--- src/design/rmc_pkg.sv ---
/*
  constants for the run-mode clock configuration block: register offsets, field positions,
  reset values, write masks and the crystal code bounds.
  assumes a single 100 MHz bus clock and a 32-bit AHB-Lite register bus.
*/
// What this block does
// - second config bit selects alternate divisor field
// - bit 13 drives pll power-down directly
// - pll power-down resets to one
// - skip bit set clocks from oscillator source
// - skip bit clear clocks from divided pll
// - crystal code in bits 9:6, reset 0xb
// - crystal codes 0 to 0xf map frequencies
// - pll nominal 400 MHz, crystal dependent
// - pll in use enforces minimum divisor limit
// - pll selected forces divider use
// - oscillator source codes 0 to 3
package rmc_pkg;
  // byte offsets of the registers
  localparam logic [11:0] RMC_OFS_RUN_CFG = 12'h060; // run-mode clock config
  localparam logic [11:0] RMC_OFS_SECOND_CFG = 12'h070; // second clock config
  localparam logic [11:0] RMC_OFS_STATUS = 12'h074; // effective clock status
  // run-mode clock config fields
  localparam int RMC_BIT_AUTO_GATING = 27;
  localparam int RMC_SYSTEM_DIVISOR_FIELD_LSB = 23;
  localparam int RMC_BIT_DIV_ENABLE = 22;
  localparam int RMC_BIT_PLL_PLL_POWER_DOWN = 13;
  localparam int RMC_BIT_PLL_SKIP = 11;
  localparam int RMC_CRYSTAL_FREQ_CODE_LSB = 6;
  localparam int RMC_OSC_LSB = 4;
  localparam int RMC_BIT_INT_OSC_DIS = 1;
  localparam int RMC_BIT_MAIN_OSC_DIS = 0;
  localparam logic [31:0] RMC_RUN_CFG_RESET = 32'h0780_3ad1;
  localparam logic [31:0] RMC_RUN_CFG_WMASK = 32'h0fc0_2bf3; // writable bits
  localparam logic [31:0] RMC_RUN_CFG_FIXED = 32'h0000_1000; // reserved bit reading one
  // second clock config fields
  localparam int RMC_BIT_USE_SECOND = 31;
  localparam int RMC_ALT_DIV_LSB = 23;
  localparam logic [31:0] RMC_SECOND_CFG_RESET = 32'h0f80_0000;
  localparam logic [31:0] RMC_SECOND_CFG_WMASK = 32'h9f80_0000;
  // status fields
  localparam int RMC_ST_PLL_IN_USE = 0;
  localparam int RMC_ST_DIV_USED = 1;
  localparam int RMC_ST_CRYSTAL_FREQ_CODE_BAD = 2;
  localparam int RMC_ST_DIV_LSB = 8;
  // crystal code bounds
  localparam logic [3:0] RMC_CRYSTAL_FREQ_CODE_RESET = 4'hb;
  localparam logic [3:0] RMC_CRYSTAL_FREQ_CODE_LAST_NO_PLL = 4'h3; // codes up to here are not for pll use
  // oscillator source codes
  localparam logic [1:0] RMC_OSC_MAIN = 2'h0;
  localparam logic [1:0] RMC_OSC_INTERNAL = 2'h1;
  localparam logic [1:0] RMC_OSC_INTERNAL_DIV4 = 2'h2;
  localparam logic [1:0] RMC_OSC_30K = 2'h3;
  // nominal pll output in hertz
  localparam logic [31:0] RMC_PLL_NOMINAL_HZ = 32'd400_000_000;
endpackage : rmc_pkg

--- src/design/rmc_clock_config.sv ---
/*
  run-mode clock configuration register block with an AHB-Lite slave port.
  holds the run-mode config, a second config and a read-only status word, and drives the
  clock-tree controls (pll power-down, source select, effective divisor, oscillator selects).
  assumes one 100 MHz clock, word-sized single transfers, and a single bus master.
*/
// Decided for this implementation: the AHB-Lite interface to the registers and the register offsets.
`timescale 1ns/1ps
module rmc_clock_config #(
  parameter logic [5:0] MIN_DIV_LIMIT = 6'h03 // smallest divisor code allowed with the pll
) (
  input wire logic hclk,
  input wire logic hresetn,
  input wire logic hsel,
  input wire logic [31:0] haddr,
  input wire logic [1:0] htrans,
  input wire logic hwrite,
  input wire logic [2:0] hsize,
  input wire logic [31:0] hwdata,
  input wire logic hready,
  output logic [31:0] hrdata,
  output logic hreadyout,
  output logic hresp,
  output logic pll_power_down,
  output logic sys_clk_from_pll,
  output logic div_active,
  output logic [5:0] sys_div_value,
  output logic [1:0] oscillator_source_select,
  output logic [3:0] crystal_freq_code,
  output logic [31:0] crystal_hz,
  output logic auto_gating,
  output logic main_osc_disable,
  output logic int_osc_disable
);
  import rmc_pkg::*;

  // refuse a limit of zero, which would put no floor under the divisor code
  if (MIN_DIV_LIMIT == 6'h00) begin : g_bad_limit
    $error("MIN_DIV_LIMIT must be above zero");
  end

  // address phase capture
  logic dp_valid; // a transfer is in its data phase
  logic dp_write; // that transfer is a write
  logic [11:0] dp_addr; // its low address bits

  // register storage
  logic [31:0] run_mode_clock_config; // run-mode clock config word
  logic [31:0] second_clock_config_register; // second config word
  logic [31:0] next_run_cfg; // value after this cycle's write
  logic [31:0] next_second_cfg;

  // address-phase decode
  wire ap_take = hsel & htrans[1] & hready; // a transfer is accepted this edge
  wire [11:0] ap_addr = haddr[11:0];
  // only the lowest page is decoded; an address above it misses every register
  wire ap_upper_zero = (haddr[31:12] == 20'h0_0000);
  wire ap_hit_run = (ap_addr == RMC_OFS_RUN_CFG) & (haddr[31:12] == 20'h0_0000);
  wire ap_hit_second = (ap_addr == RMC_OFS_SECOND_CFG) & (haddr[31:12] == 20'h0_0000);
  wire ap_hit_status = (ap_addr == RMC_OFS_STATUS) & (haddr[31:12] == 20'h0_0000);

  // data-phase write strobes
  wire wr_run = dp_valid & dp_write & (dp_addr == RMC_OFS_RUN_CFG);
  wire wr_second = dp_valid & dp_write & (dp_addr == RMC_OFS_SECOND_CFG);

  // pending register values, reserved bits kept at their fixed level
  assign next_run_cfg = wr_run ? ((hwdata & RMC_RUN_CFG_WMASK) | RMC_RUN_CFG_FIXED) :
                        run_mode_clock_config;
  assign next_second_cfg = wr_second ? (hwdata & RMC_SECOND_CFG_WMASK) : second_clock_config_register;

  // field views of the pending values
  wire use_second_config = next_second_cfg[RMC_BIT_USE_SECOND];
  wire [5:0] alternate_divisor_field = next_second_cfg[RMC_ALT_DIV_LSB +: 6];
  wire [3:0] system_divisor_field = next_run_cfg[RMC_SYSTEM_DIVISOR_FIELD_LSB +: 4];
  wire divider_enable = next_run_cfg[RMC_BIT_DIV_ENABLE];
  wire pll_skip = next_run_cfg[RMC_BIT_PLL_SKIP];
  wire [3:0] crystal_freq_code_code = next_run_cfg[RMC_CRYSTAL_FREQ_CODE_LSB +: 4];

  // divisor choice: second config overrides the run-mode field
  wire [5:0] raw_div = use_second_config ? alternate_divisor_field : {2'h0, system_divisor_field};
  wire pll_in_use = ~pll_skip;
  wire below_limit = raw_div < MIN_DIV_LIMIT;
  wire [5:0] eff_div = (pll_in_use & below_limit) ? MIN_DIV_LIMIT : raw_div;
  wire div_used = divider_enable | pll_in_use;
  // a crystal code that only suits oscillator-only operation while the pll is chosen
  wire crystal_freq_code_bad = pll_in_use & (crystal_freq_code_code <= RMC_CRYSTAL_FREQ_CODE_LAST_NO_PLL);

  // settled views of the stored words; every clock-tree output is built from these, so the
  // source select, the divisor and the divider enable all change on the same edge
  wire cur_use_second = second_clock_config_register[RMC_BIT_USE_SECOND];
  wire [5:0] cur_raw_div = cur_use_second ? second_clock_config_register[RMC_ALT_DIV_LSB +: 6] :
                           {2'h0, run_mode_clock_config[RMC_SYSTEM_DIVISOR_FIELD_LSB +: 4]};
  wire cur_pll_in_use = ~run_mode_clock_config[RMC_BIT_PLL_SKIP];
  wire [5:0] cur_eff_div = (cur_pll_in_use & (cur_raw_div < MIN_DIV_LIMIT)) ? MIN_DIV_LIMIT : cur_raw_div;
  wire cur_div_used = run_mode_clock_config[RMC_BIT_DIV_ENABLE] | cur_pll_in_use;
  wire [3:0] cur_crystal_freq_code_code = run_mode_clock_config[RMC_CRYSTAL_FREQ_CODE_LSB +: 4];

  // status word built from the pending configuration
  wire [31:0] status_word = {18'h0_0000, eff_div, 5'h00, crystal_freq_code_bad, div_used, pll_in_use};

  // read mux; unmapped addresses read zero
  wire [31:0] rd_mux = ap_hit_run ? next_run_cfg :
                       ap_hit_second ? next_second_cfg :
                       ap_hit_status ? status_word : 32'h0000_0000;

  // crystal frequency lookup
  logic [31:0] crystal_freq_code_hz;
  rmc_crystal_freq_code_table rmc_crystal_freq_code_table_i (
    .code(cur_crystal_freq_code_code),
    .freq_hz(crystal_freq_code_hz)
  );

  // address phase register; a transfer is always accepted with no wait
  always_ff @(posedge hclk or negedge hresetn) begin
    if (!hresetn) begin
      dp_valid <= 1'b0;
      dp_write <= 1'b0;
      dp_addr <= 12'h000;
    end else begin
      dp_valid <= ap_take & ap_upper_zero; // a miss above the page never writes
      dp_write <= hwrite;
      dp_addr <= ap_addr;
    end
  end

  // configuration registers with documented reset values
  always_ff @(posedge hclk or negedge hresetn) begin
    if (!hresetn) begin
      run_mode_clock_config <= RMC_RUN_CFG_RESET;
      second_clock_config_register <= RMC_SECOND_CFG_RESET;
    end else begin
      run_mode_clock_config <= next_run_cfg;
      second_clock_config_register <= next_second_cfg;
    end
  end

  // bus answer: read data is loaded at the address phase from pending values
  always_ff @(posedge hclk or negedge hresetn) begin
    if (!hresetn) begin
      hrdata <= 32'h0000_0000;
      hreadyout <= 1'b1;
      hresp <= 1'b0;
    end else begin
      hrdata <= (ap_take & ~hwrite) ? rd_mux : 32'h0000_0000;
      hreadyout <= 1'b1;
      hresp <= 1'b0;
    end
  end

  // clock-tree controls, each straight from a flip-flop
  always_ff @(posedge hclk or negedge hresetn) begin
    if (!hresetn) begin
      pll_power_down <= RMC_RUN_CFG_RESET[RMC_BIT_PLL_PLL_POWER_DOWN];
      sys_clk_from_pll <= 1'b0;
      div_active <= 1'b0;
      sys_div_value <= 6'h0f;
      oscillator_source_select <= RMC_OSC_INTERNAL;
      crystal_freq_code <= RMC_CRYSTAL_FREQ_CODE_RESET;
      crystal_hz <= 32'd6_000_000;
      auto_gating <= 1'b0;
      main_osc_disable <= 1'b1;
      int_osc_disable <= 1'b0;
    end else begin
      pll_power_down <= run_mode_clock_config[RMC_BIT_PLL_PLL_POWER_DOWN];
      sys_clk_from_pll <= ~run_mode_clock_config[RMC_BIT_PLL_SKIP];
      div_active <= cur_div_used;
      sys_div_value <= cur_eff_div;
      oscillator_source_select <= run_mode_clock_config[RMC_OSC_LSB +: 2];
      crystal_freq_code <= run_mode_clock_config[RMC_CRYSTAL_FREQ_CODE_LSB +: 4];
      crystal_hz <= crystal_freq_code_hz;
      auto_gating <= run_mode_clock_config[RMC_BIT_AUTO_GATING];
      main_osc_disable <= run_mode_clock_config[RMC_BIT_MAIN_OSC_DIS];
      int_osc_disable <= run_mode_clock_config[RMC_BIT_INT_OSC_DIS];
    end
  end

  // helper: has any write reached the run-mode register since reset
  logic run_written;
  always_ff @(posedge hclk or negedge hresetn) begin
    if (!hresetn) begin
      run_written <= 1'b0;
    end else begin
      run_written <= run_written | wr_run;
    end
  end
endmodule : rmc_clock_config

--- src/design/rmc_crystal_freq_code_table.sv ---
/*
  crystal code to frequency lookup (in hertz) for the main oscillator.
  assumes the code is stable in the bus clock domain; purely combinational.
*/
`timescale 1ns/1ps
module rmc_crystal_freq_code_table (
  input wire logic [3:0] code,
  output logic [31:0] freq_hz
);
  import rmc_pkg::*;

  // constant lookup of the crystal frequency
  always_comb begin
    unique case (code)
      4'h0: freq_hz = 32'd1_000_000; // not for pll use
      4'h1: freq_hz = 32'd1_843_200; // not for pll use
      4'h2: freq_hz = 32'd2_000_000; // not for pll use
      4'h3: freq_hz = 32'd2_457_600; // not for pll use
      4'h4: freq_hz = 32'd3_579_545;
      4'h5: freq_hz = 32'd3_686_400;
      4'h6: freq_hz = 32'd4_000_000;
      4'h7: freq_hz = 32'd4_096_000;
      4'h8: freq_hz = 32'd4_915_200;
      4'h9: freq_hz = 32'd5_000_000;
      4'ha: freq_hz = 32'd5_120_000;
      4'hb: freq_hz = 32'd6_000_000; // reset code
      4'hc: freq_hz = 32'd6_144_000;
      4'hd: freq_hz = 32'd7_372_800;
      4'he: freq_hz = 32'd8_000_000;
      4'hf: freq_hz = 32'd8_192_000;
    endcase
  end
endmodule : rmc_crystal_freq_code_table

--- config.mk ---
export PLATFORM = sky130hd
export DESIGN_NAME = rmc_clock_config
export DESIGN_NICKNAME = d
export VERILOG_FILES = /design/src/design/rmc_pkg.sv /design/src/design/rmc_clock_config.sv /design/src/design/rmc_crystal_freq_code_table.sv
export SDC_FILE = /design/constraint.sdc
export NUM_CORES = 1
export LEC_CHECK = 0
export ABC_AREA = 1
export BUFFER_PORTS_ARGS = -buffer_cell sky130_fd_sc_hd__buf_2
export CAP_MARGIN = 20
export CELL_PAD_IN_SITES_DETAIL_PLACEMENT = 0
export CELL_PAD_IN_SITES_GLOBAL_PLACEMENT = 2
export CORE_UTILIZATION = 32
export CTS_CLUSTER_SIZE = 10
export DETAILED_ROUTE_END_ITERATION = 10
export GPL_ROUTABILITY_DRIVEN = 1
export PLACE_DENSITY = 0.89
export SETUP_SLACK_MARGIN = 0.05
export SYNTH_ARGS = -nofsm -noshare
export SYNTH_HDL_FRONTEND = slang
export SYNTH_HIERARCHICAL = 1
export SYNTH_SLANG_ARGS = --single-unit
--- constraint.sdc ---
create_clock -name hclk -period 2.1 [get_ports hclk]
set_input_delay 0.21 -clock hclk [delete_from_list [all_inputs] [get_ports hclk]]
set_output_delay 0.21 -clock hclk [all_outputs]
set_load 0.005 [all_outputs]
Word-level counts from Yosys, hierarchy flattened:

Memories as Yosys holds them, arrays and structs flattened. A register that Yosys moved wholly into a read port is not among the register bits.
Index checks and enable logic that the tools add are counted.
Widths: inputs -> output; s select.

* register bits: 160
* ROM bits: 320
* bits of input ports: 74
* output and inout port bits: 84
* logic and storage cells: 55
* memories kept: 1

* $lt $le $gt $ge: 3
* equality and inequality tests: 5
* mux-type cells: 10
* bitwise gates (word level): 18
* reductions and logical operators: 2

Memories
* (name not given): words 16, bits a word 20, read ports 1, clocked after Yosys merged registers in 1, write ports 0, line rmc_crystal_freq_code_table.sv:14 `unique case (code)`

Operator list (count)
* $mux 32: 5
* $eq 12x7->1 const B: 5
* $mux 6: 4
* $logic_not 20->1: 1
* $mux 14: 1
* $and 1x1->1: 13
* $lt 6x2->1 const B: 2
* $le 4x2->1 const B: 1
* $not 1->1: 3
* $or 1x1->1: 2
* $logic_not 1->1: 1

Depth between registers and ports, before layout:

* depth after elaboration: 11
* mapped depth: 15

Modules after synthesis:

The synthesis kept the hierarchy.

By module, submodules not included
* rmc_clock_config: instances 1, cells each 550, area an instance 5813.1 um^2
* rmc_crystal_freq_code_table: instances 1, cells each 101, area an instance 555.5 um^2

Worst setup path before layout:

No wires, ideal clock.

* path type: register to register
* start point: register dp_addr[7]
* end point: register hrdata[8]
* library setup time: 75 ps
* arrival time: 1508 ps
* slack: 517 ps
* stages on the path, launching flop included: 15
* path buffers: 1
* clock period less this slack: 1583 ps
* cells stage by stage: dfrtp_1 -> nor2_4 -> nand2_4 -> nor2_8 -> nand2_4 -> buf_6 -> nand2_4 -> nand2_4 -> nand2_1 -> nand2_1 -> nor2_1 -> nand3_1 -> nand2_1 -> nand2_1 -> a21oi_2

* cells in the longest elaborated chain, start to end: 11
* elaborated cells on any way between the ends: 15

Ends and longest elaborated chain
* start: declaration: line rmc_clock_config.sv:45 `logic [11:0] dp_addr;`
* start signal: assignment: line rmc_clock_config.sv:122 `dp_addr <= ap_addr;`
* $eq 12x7->1 (on tied branches): line rmc_clock_config.sv:63, rmc_clock_config.sv:64
* $and 1x1->1 (on tied branches): line rmc_clock_config.sv:63, rmc_clock_config.sv:64
* $mux 32 (on tied branches): line rmc_clock_config.sv:67, rmc_clock_config.sv:69
* $mux 6: line rmc_clock_config.sv:80 `wire [5:0] raw_div = use_second_config ? alternate_divisor_field : {2'h0, system_divisor_field};`
* $lt 6x2->1: line rmc_clock_config.sv:82 `wire below_limit = raw_div < MIN_DIV_LIMIT;`
* $and 1x1->1: line rmc_clock_config.sv:83 `wire [5:0] eff_div = (pll_in_use & below_limit) ? MIN_DIV_LIMIT : raw_div;`
* $mux 6: line rmc_clock_config.sv:83
* $mux 14: line rmc_clock_config.sv:104 `ap_hit_status ? status_word : 32'h0000_0000;`
* $mux 32: line rmc_clock_config.sv:103 `ap_hit_second ? next_second_cfg :`
* $mux 32 (*): line rmc_clock_config.sv:102 `wire [31:0] rd_mux = ap_hit_run ? next_run_cfg :`
* $mux 32 (*): line rmc_clock_config.sv:144 `hrdata <= (ap_take & ~hwrite) ? rd_mux : 32'h0000_0000;`
* end signal: assignment: line rmc_clock_config.sv:144
* end: declaration: line rmc_clock_config.sv:21 `output logic [31:0] hrdata,`

Mark *: on every way between the ends. The rest lies on a longest branch, timed or not.

Worst setup path in the final report:

* start point: input haddr[10]
* end point: register hrdata[21]

* cells in the longest elaborated chain, start to end: 5
* elaborated cells on any way between the ends: 7

Ends and longest elaborated chain
* start: declaration: line rmc_clock_config.sv:15 `input wire logic [31:0] haddr,`
* $eq 12x7->1: line rmc_clock_config.sv:59 `wire ap_hit_second = (ap_addr == RMC_OFS_SECOND_CFG) & (haddr[31:12] == 20'h0_0000);`
* $and 1x1->1: line rmc_clock_config.sv:59
* $mux 32: line rmc_clock_config.sv:103
* $mux 32 (*): line rmc_clock_config.sv:102
* $mux 32 (*): line rmc_clock_config.sv:144

Marks and branches as above.

==> qor.yml <==
status: "complete, no violations"
crit_arrival_ns: 2.21
wl_per_cell_um: 13.0
rsz0062_at_grt: "no"
drt-vias-per-instance: 4.10
finalHoldViolations: 0
synth_fa_ha_area_share_pct: 1.57
power.total_w: 0.00618
cp_cell_sequence: "dlygate4sd3_1, buf_2, nor3_2, nand3b_1, buf_4, nor3_2, nand2_1, clkinv_1, buf_4, nand2_1, a21oi_1"
setup_viol: 0
clock_skew_ns: 0.00795
hold_class: "primary input to register"
fmax_mhz: 535
dieArea_sq_um: 20500
fp.dieW_um: 143
synth_top_area_share_pct: 48.3
finalNonFillerCells: 1103
vias: 4519
cp_slowest_stage_delay_ns: 0.53
max_slew_margin_pct: 62.5
fin_crit_ns: 1.87
min_period_over_period_pct: 89.1
dp_hpwl_um: 9930
cts_root_buffer: "clkbuf_16"
drt_first_pass_iters: 4
gp_congestion: 0.831
fp.coreArea_sq_um: 19500
muxShareOfSynthArea_pct: 0
rows: 51
antenna_found_initial: 0
start_util_pct: 32.7
power_leakage_nw: 4.14
drc_errors: 0
irDropWorstVdd_mv: 0.521
ant_nets: 0
drt_wl_total_um: 14300
synth_area_leaders: "dfrtp_1, dfstp_2, nand2_1"
final_util_pct: 42.1
drive_gt1_share_pct: 31.7
worstSkewPairLatency_ns: 0.42
endpoint_kind: "register"
ys_async_sr_fraction_pct: 100
dp_cells: 1050
cts.clk_slew.worst_paths_ns: 0.07
cts_made_buffers: 17
cpMaxStageDelayCell: "dlygate4sd3_1"
worst_hold_slack_ns: 0.0252
slew_viol_final: 0
grt_pass1_vias: 4526
fin_setup_tns_ns: 0
clock_sinks: 160
h-tree-depth: 4
crit_fanout: 12
grt_max_degree: 54
power_density_nw_per_um2: 755
cp_top_family: "buffers and inverters"
overflow: 0
die_y_um: 143
yosysMostFrequentCell: "nand2_1"
max_slew.worst_pin.slew_ns: 0.562
synth-edff-count: 0
nFillCells: 1936
syn_area_per_cell_sq_um: 9.78
io_buffers: 137
maxCapViolations: 0
ys_top_cells_by_count: "nand2_1, dfrtp_1, inv_1"
yosysTopAreaCell: "dfrtp_1"
synth_compound_area_share_pct: 4.11
worst_setup_path_start_kind: "primary input"
ys_ff_latch: 160
netlist_area_sq_um: 6370
cp.required_ns: 2.44
criticalPathCategory: "primary input to register"
synthCells: 651
synth_ff_type: "dfrtp_1"
ys_warn_count: 6
synth_cell_types: 37
synth_top_family_by_area: "simple AND/OR/NAND/NOR gates"
drt_iter0_markers: 215
num-nets-final: 907
antenna_cells: 0
area_growth_pct: 28.6
path_buf_inv: 5
clock_path_buffers: 2
synth-xor-area-share_pct: 0
ios: 158
synth_simple_gate_area_share_pct: 21.8
cts_tree: "built"
grt_pass1_wl_um: 23300
track_usage_pct: 15.4
yosysSeqAreaShare_pct: 63.6
-- metal layers --
layer	GRT usage, %	vias to the layer above	part of all wire, %
met5	0	-	0
met3	4.83	11	5.2
met4	5.15	0	1.2
li1	-	2309	-
met1	20.2	2098	47
met2	24.1	101	47
-- cell type report --
| type | count | area, sq um | area share (%) |
|---|---|---|---|
| Inverter | 79 | 299 | 3.65 |
| Timing Repair Buffer | 180 | 1110 | 13.6 |
| Sequential cell | 160 | 4050 | 49.5 |
| Clock inverter | 15 | 128 | 1.56 |
| Tap cell | 265 | 332 | 4.05 |
| Multi-Input combinational cell | 387 | 1840 | 22.5 |
| Clock buffer | 17 | 425 | 5.20 |
-- layout by cell type (no fill, tap or decap), types with 5 or more instances in the layout --
cell and instances:
clkbuf_16 17, buf_4 21, inv_6 5, dlygate4sd3_1 17
o21ai_0 12, dfrtp_1 123, dfstp_2 37, a21oi_1 24
nand2_1 196, conb_1 14, ha_1 8, nand2_2 8
inv_1 74, nand3_1 24, buf_2 136, nor2_1 66
-- report_power, final --
| part | switching, W | internal, W | total, W | leakage, nW |
|---|---|---|---|---|
| Combinational | 0.000117 | 0.0000851 | 0.000202 | 1.90 |
| Clock | 0.00131 | 0.00155 | 0.00286 | 0.275 |
| Sequential | 0.00000684 | 0.00311 | 0.00312 | 1.96 |
| Total | 0.00144 | 0.00474 | 0.00618 | 4.14 |
-- flip-flops by register name (all words and copies together), names as in the netlist --
register and count:
div_active 1, sys_div_value 6, dp_write 1, oscillator_source_select 2
dp_valid 1, run_mode_clock_config 32, crystal_hz 32, crystal_freq_code 4
pll_power_down 1, second_clock_config_register 32, hrdata 32, auto_gating 1
int_osc_disable 1, dp_addr 12, sys_clk_from_pll 1, main_osc_disable 1
-- cell families (layout without fill, tap and decap cells) --
logic type | after synthesis | count (layout)
buffers and inverters | 115 | 291
adder cells (fa/ha/maj) | 8 | 8
AND/OR/NAND/NOR | 317 | 317
other | 3 | 14
AO/OA/AOI/OAI | 48 | 48
flip-flops | 160 | 160
-- final timing paths --
check	endpoint	depth (start not counted)	slack (ns)	from
setup / recovery	hrdata[21]$_DFF_PN0_	11	0.23	haddr[10]
hold / removal	run_mode_clock_config[0]$_DFF_PN1_	3	0.03	hwdata[0]
setup reg to reg	hrdata[8]$_DFF_PN0_	14	0.24	dp_addr[9]$_DFF_PN0_
hold reg to reg	pll_power_down$_DFF_PN1_	0	0.36	run_mode_clock_config[13]$_DFF_PN1_
max in group asynchronous	run_mode_clock_config[9]$_DFF_PN1_	3	1.04	hresetn
min in group asynchronous	sys_div_value[4]$_DFF_PN0_	2	0.32	hresetn
-- through the flow --
stage                     worst slack, ns  instance area (sq um)
after floorplan                     0.517                   6410
after global placement              0.122                   7370
after detailed placement           0.0924                   7370
after CTS                          0.0716                   8100
after global routing               0.0423                   8190
final                               0.230                   8190
-- worst reg2reg max path, stage by stage (launching register included) --
cell     delay (ns)
dfrtp_1        0.36
nor2_1         0.10
nand2_1        0.09
nor2_4         0.18
buf_12         0.15
buf_4          0.12
nand3_1        0.07
nand2_1        0.15
nand2_1        0.07
nand2_1        0.10
nand2_1        0.05
nand3_1        0.10
nand2_1        0.06
nand2_1        0.07
a21oi_2        0.05
-- what timing repair did --
item	in CTS	in global routing
hold buffers	17	0
hold endpoints to repair	59	0
setup buffers	0	4
gates resized for setup	0	10
endpoints found under the setup margin	0	31
Power figures use the tool's default switching activity.
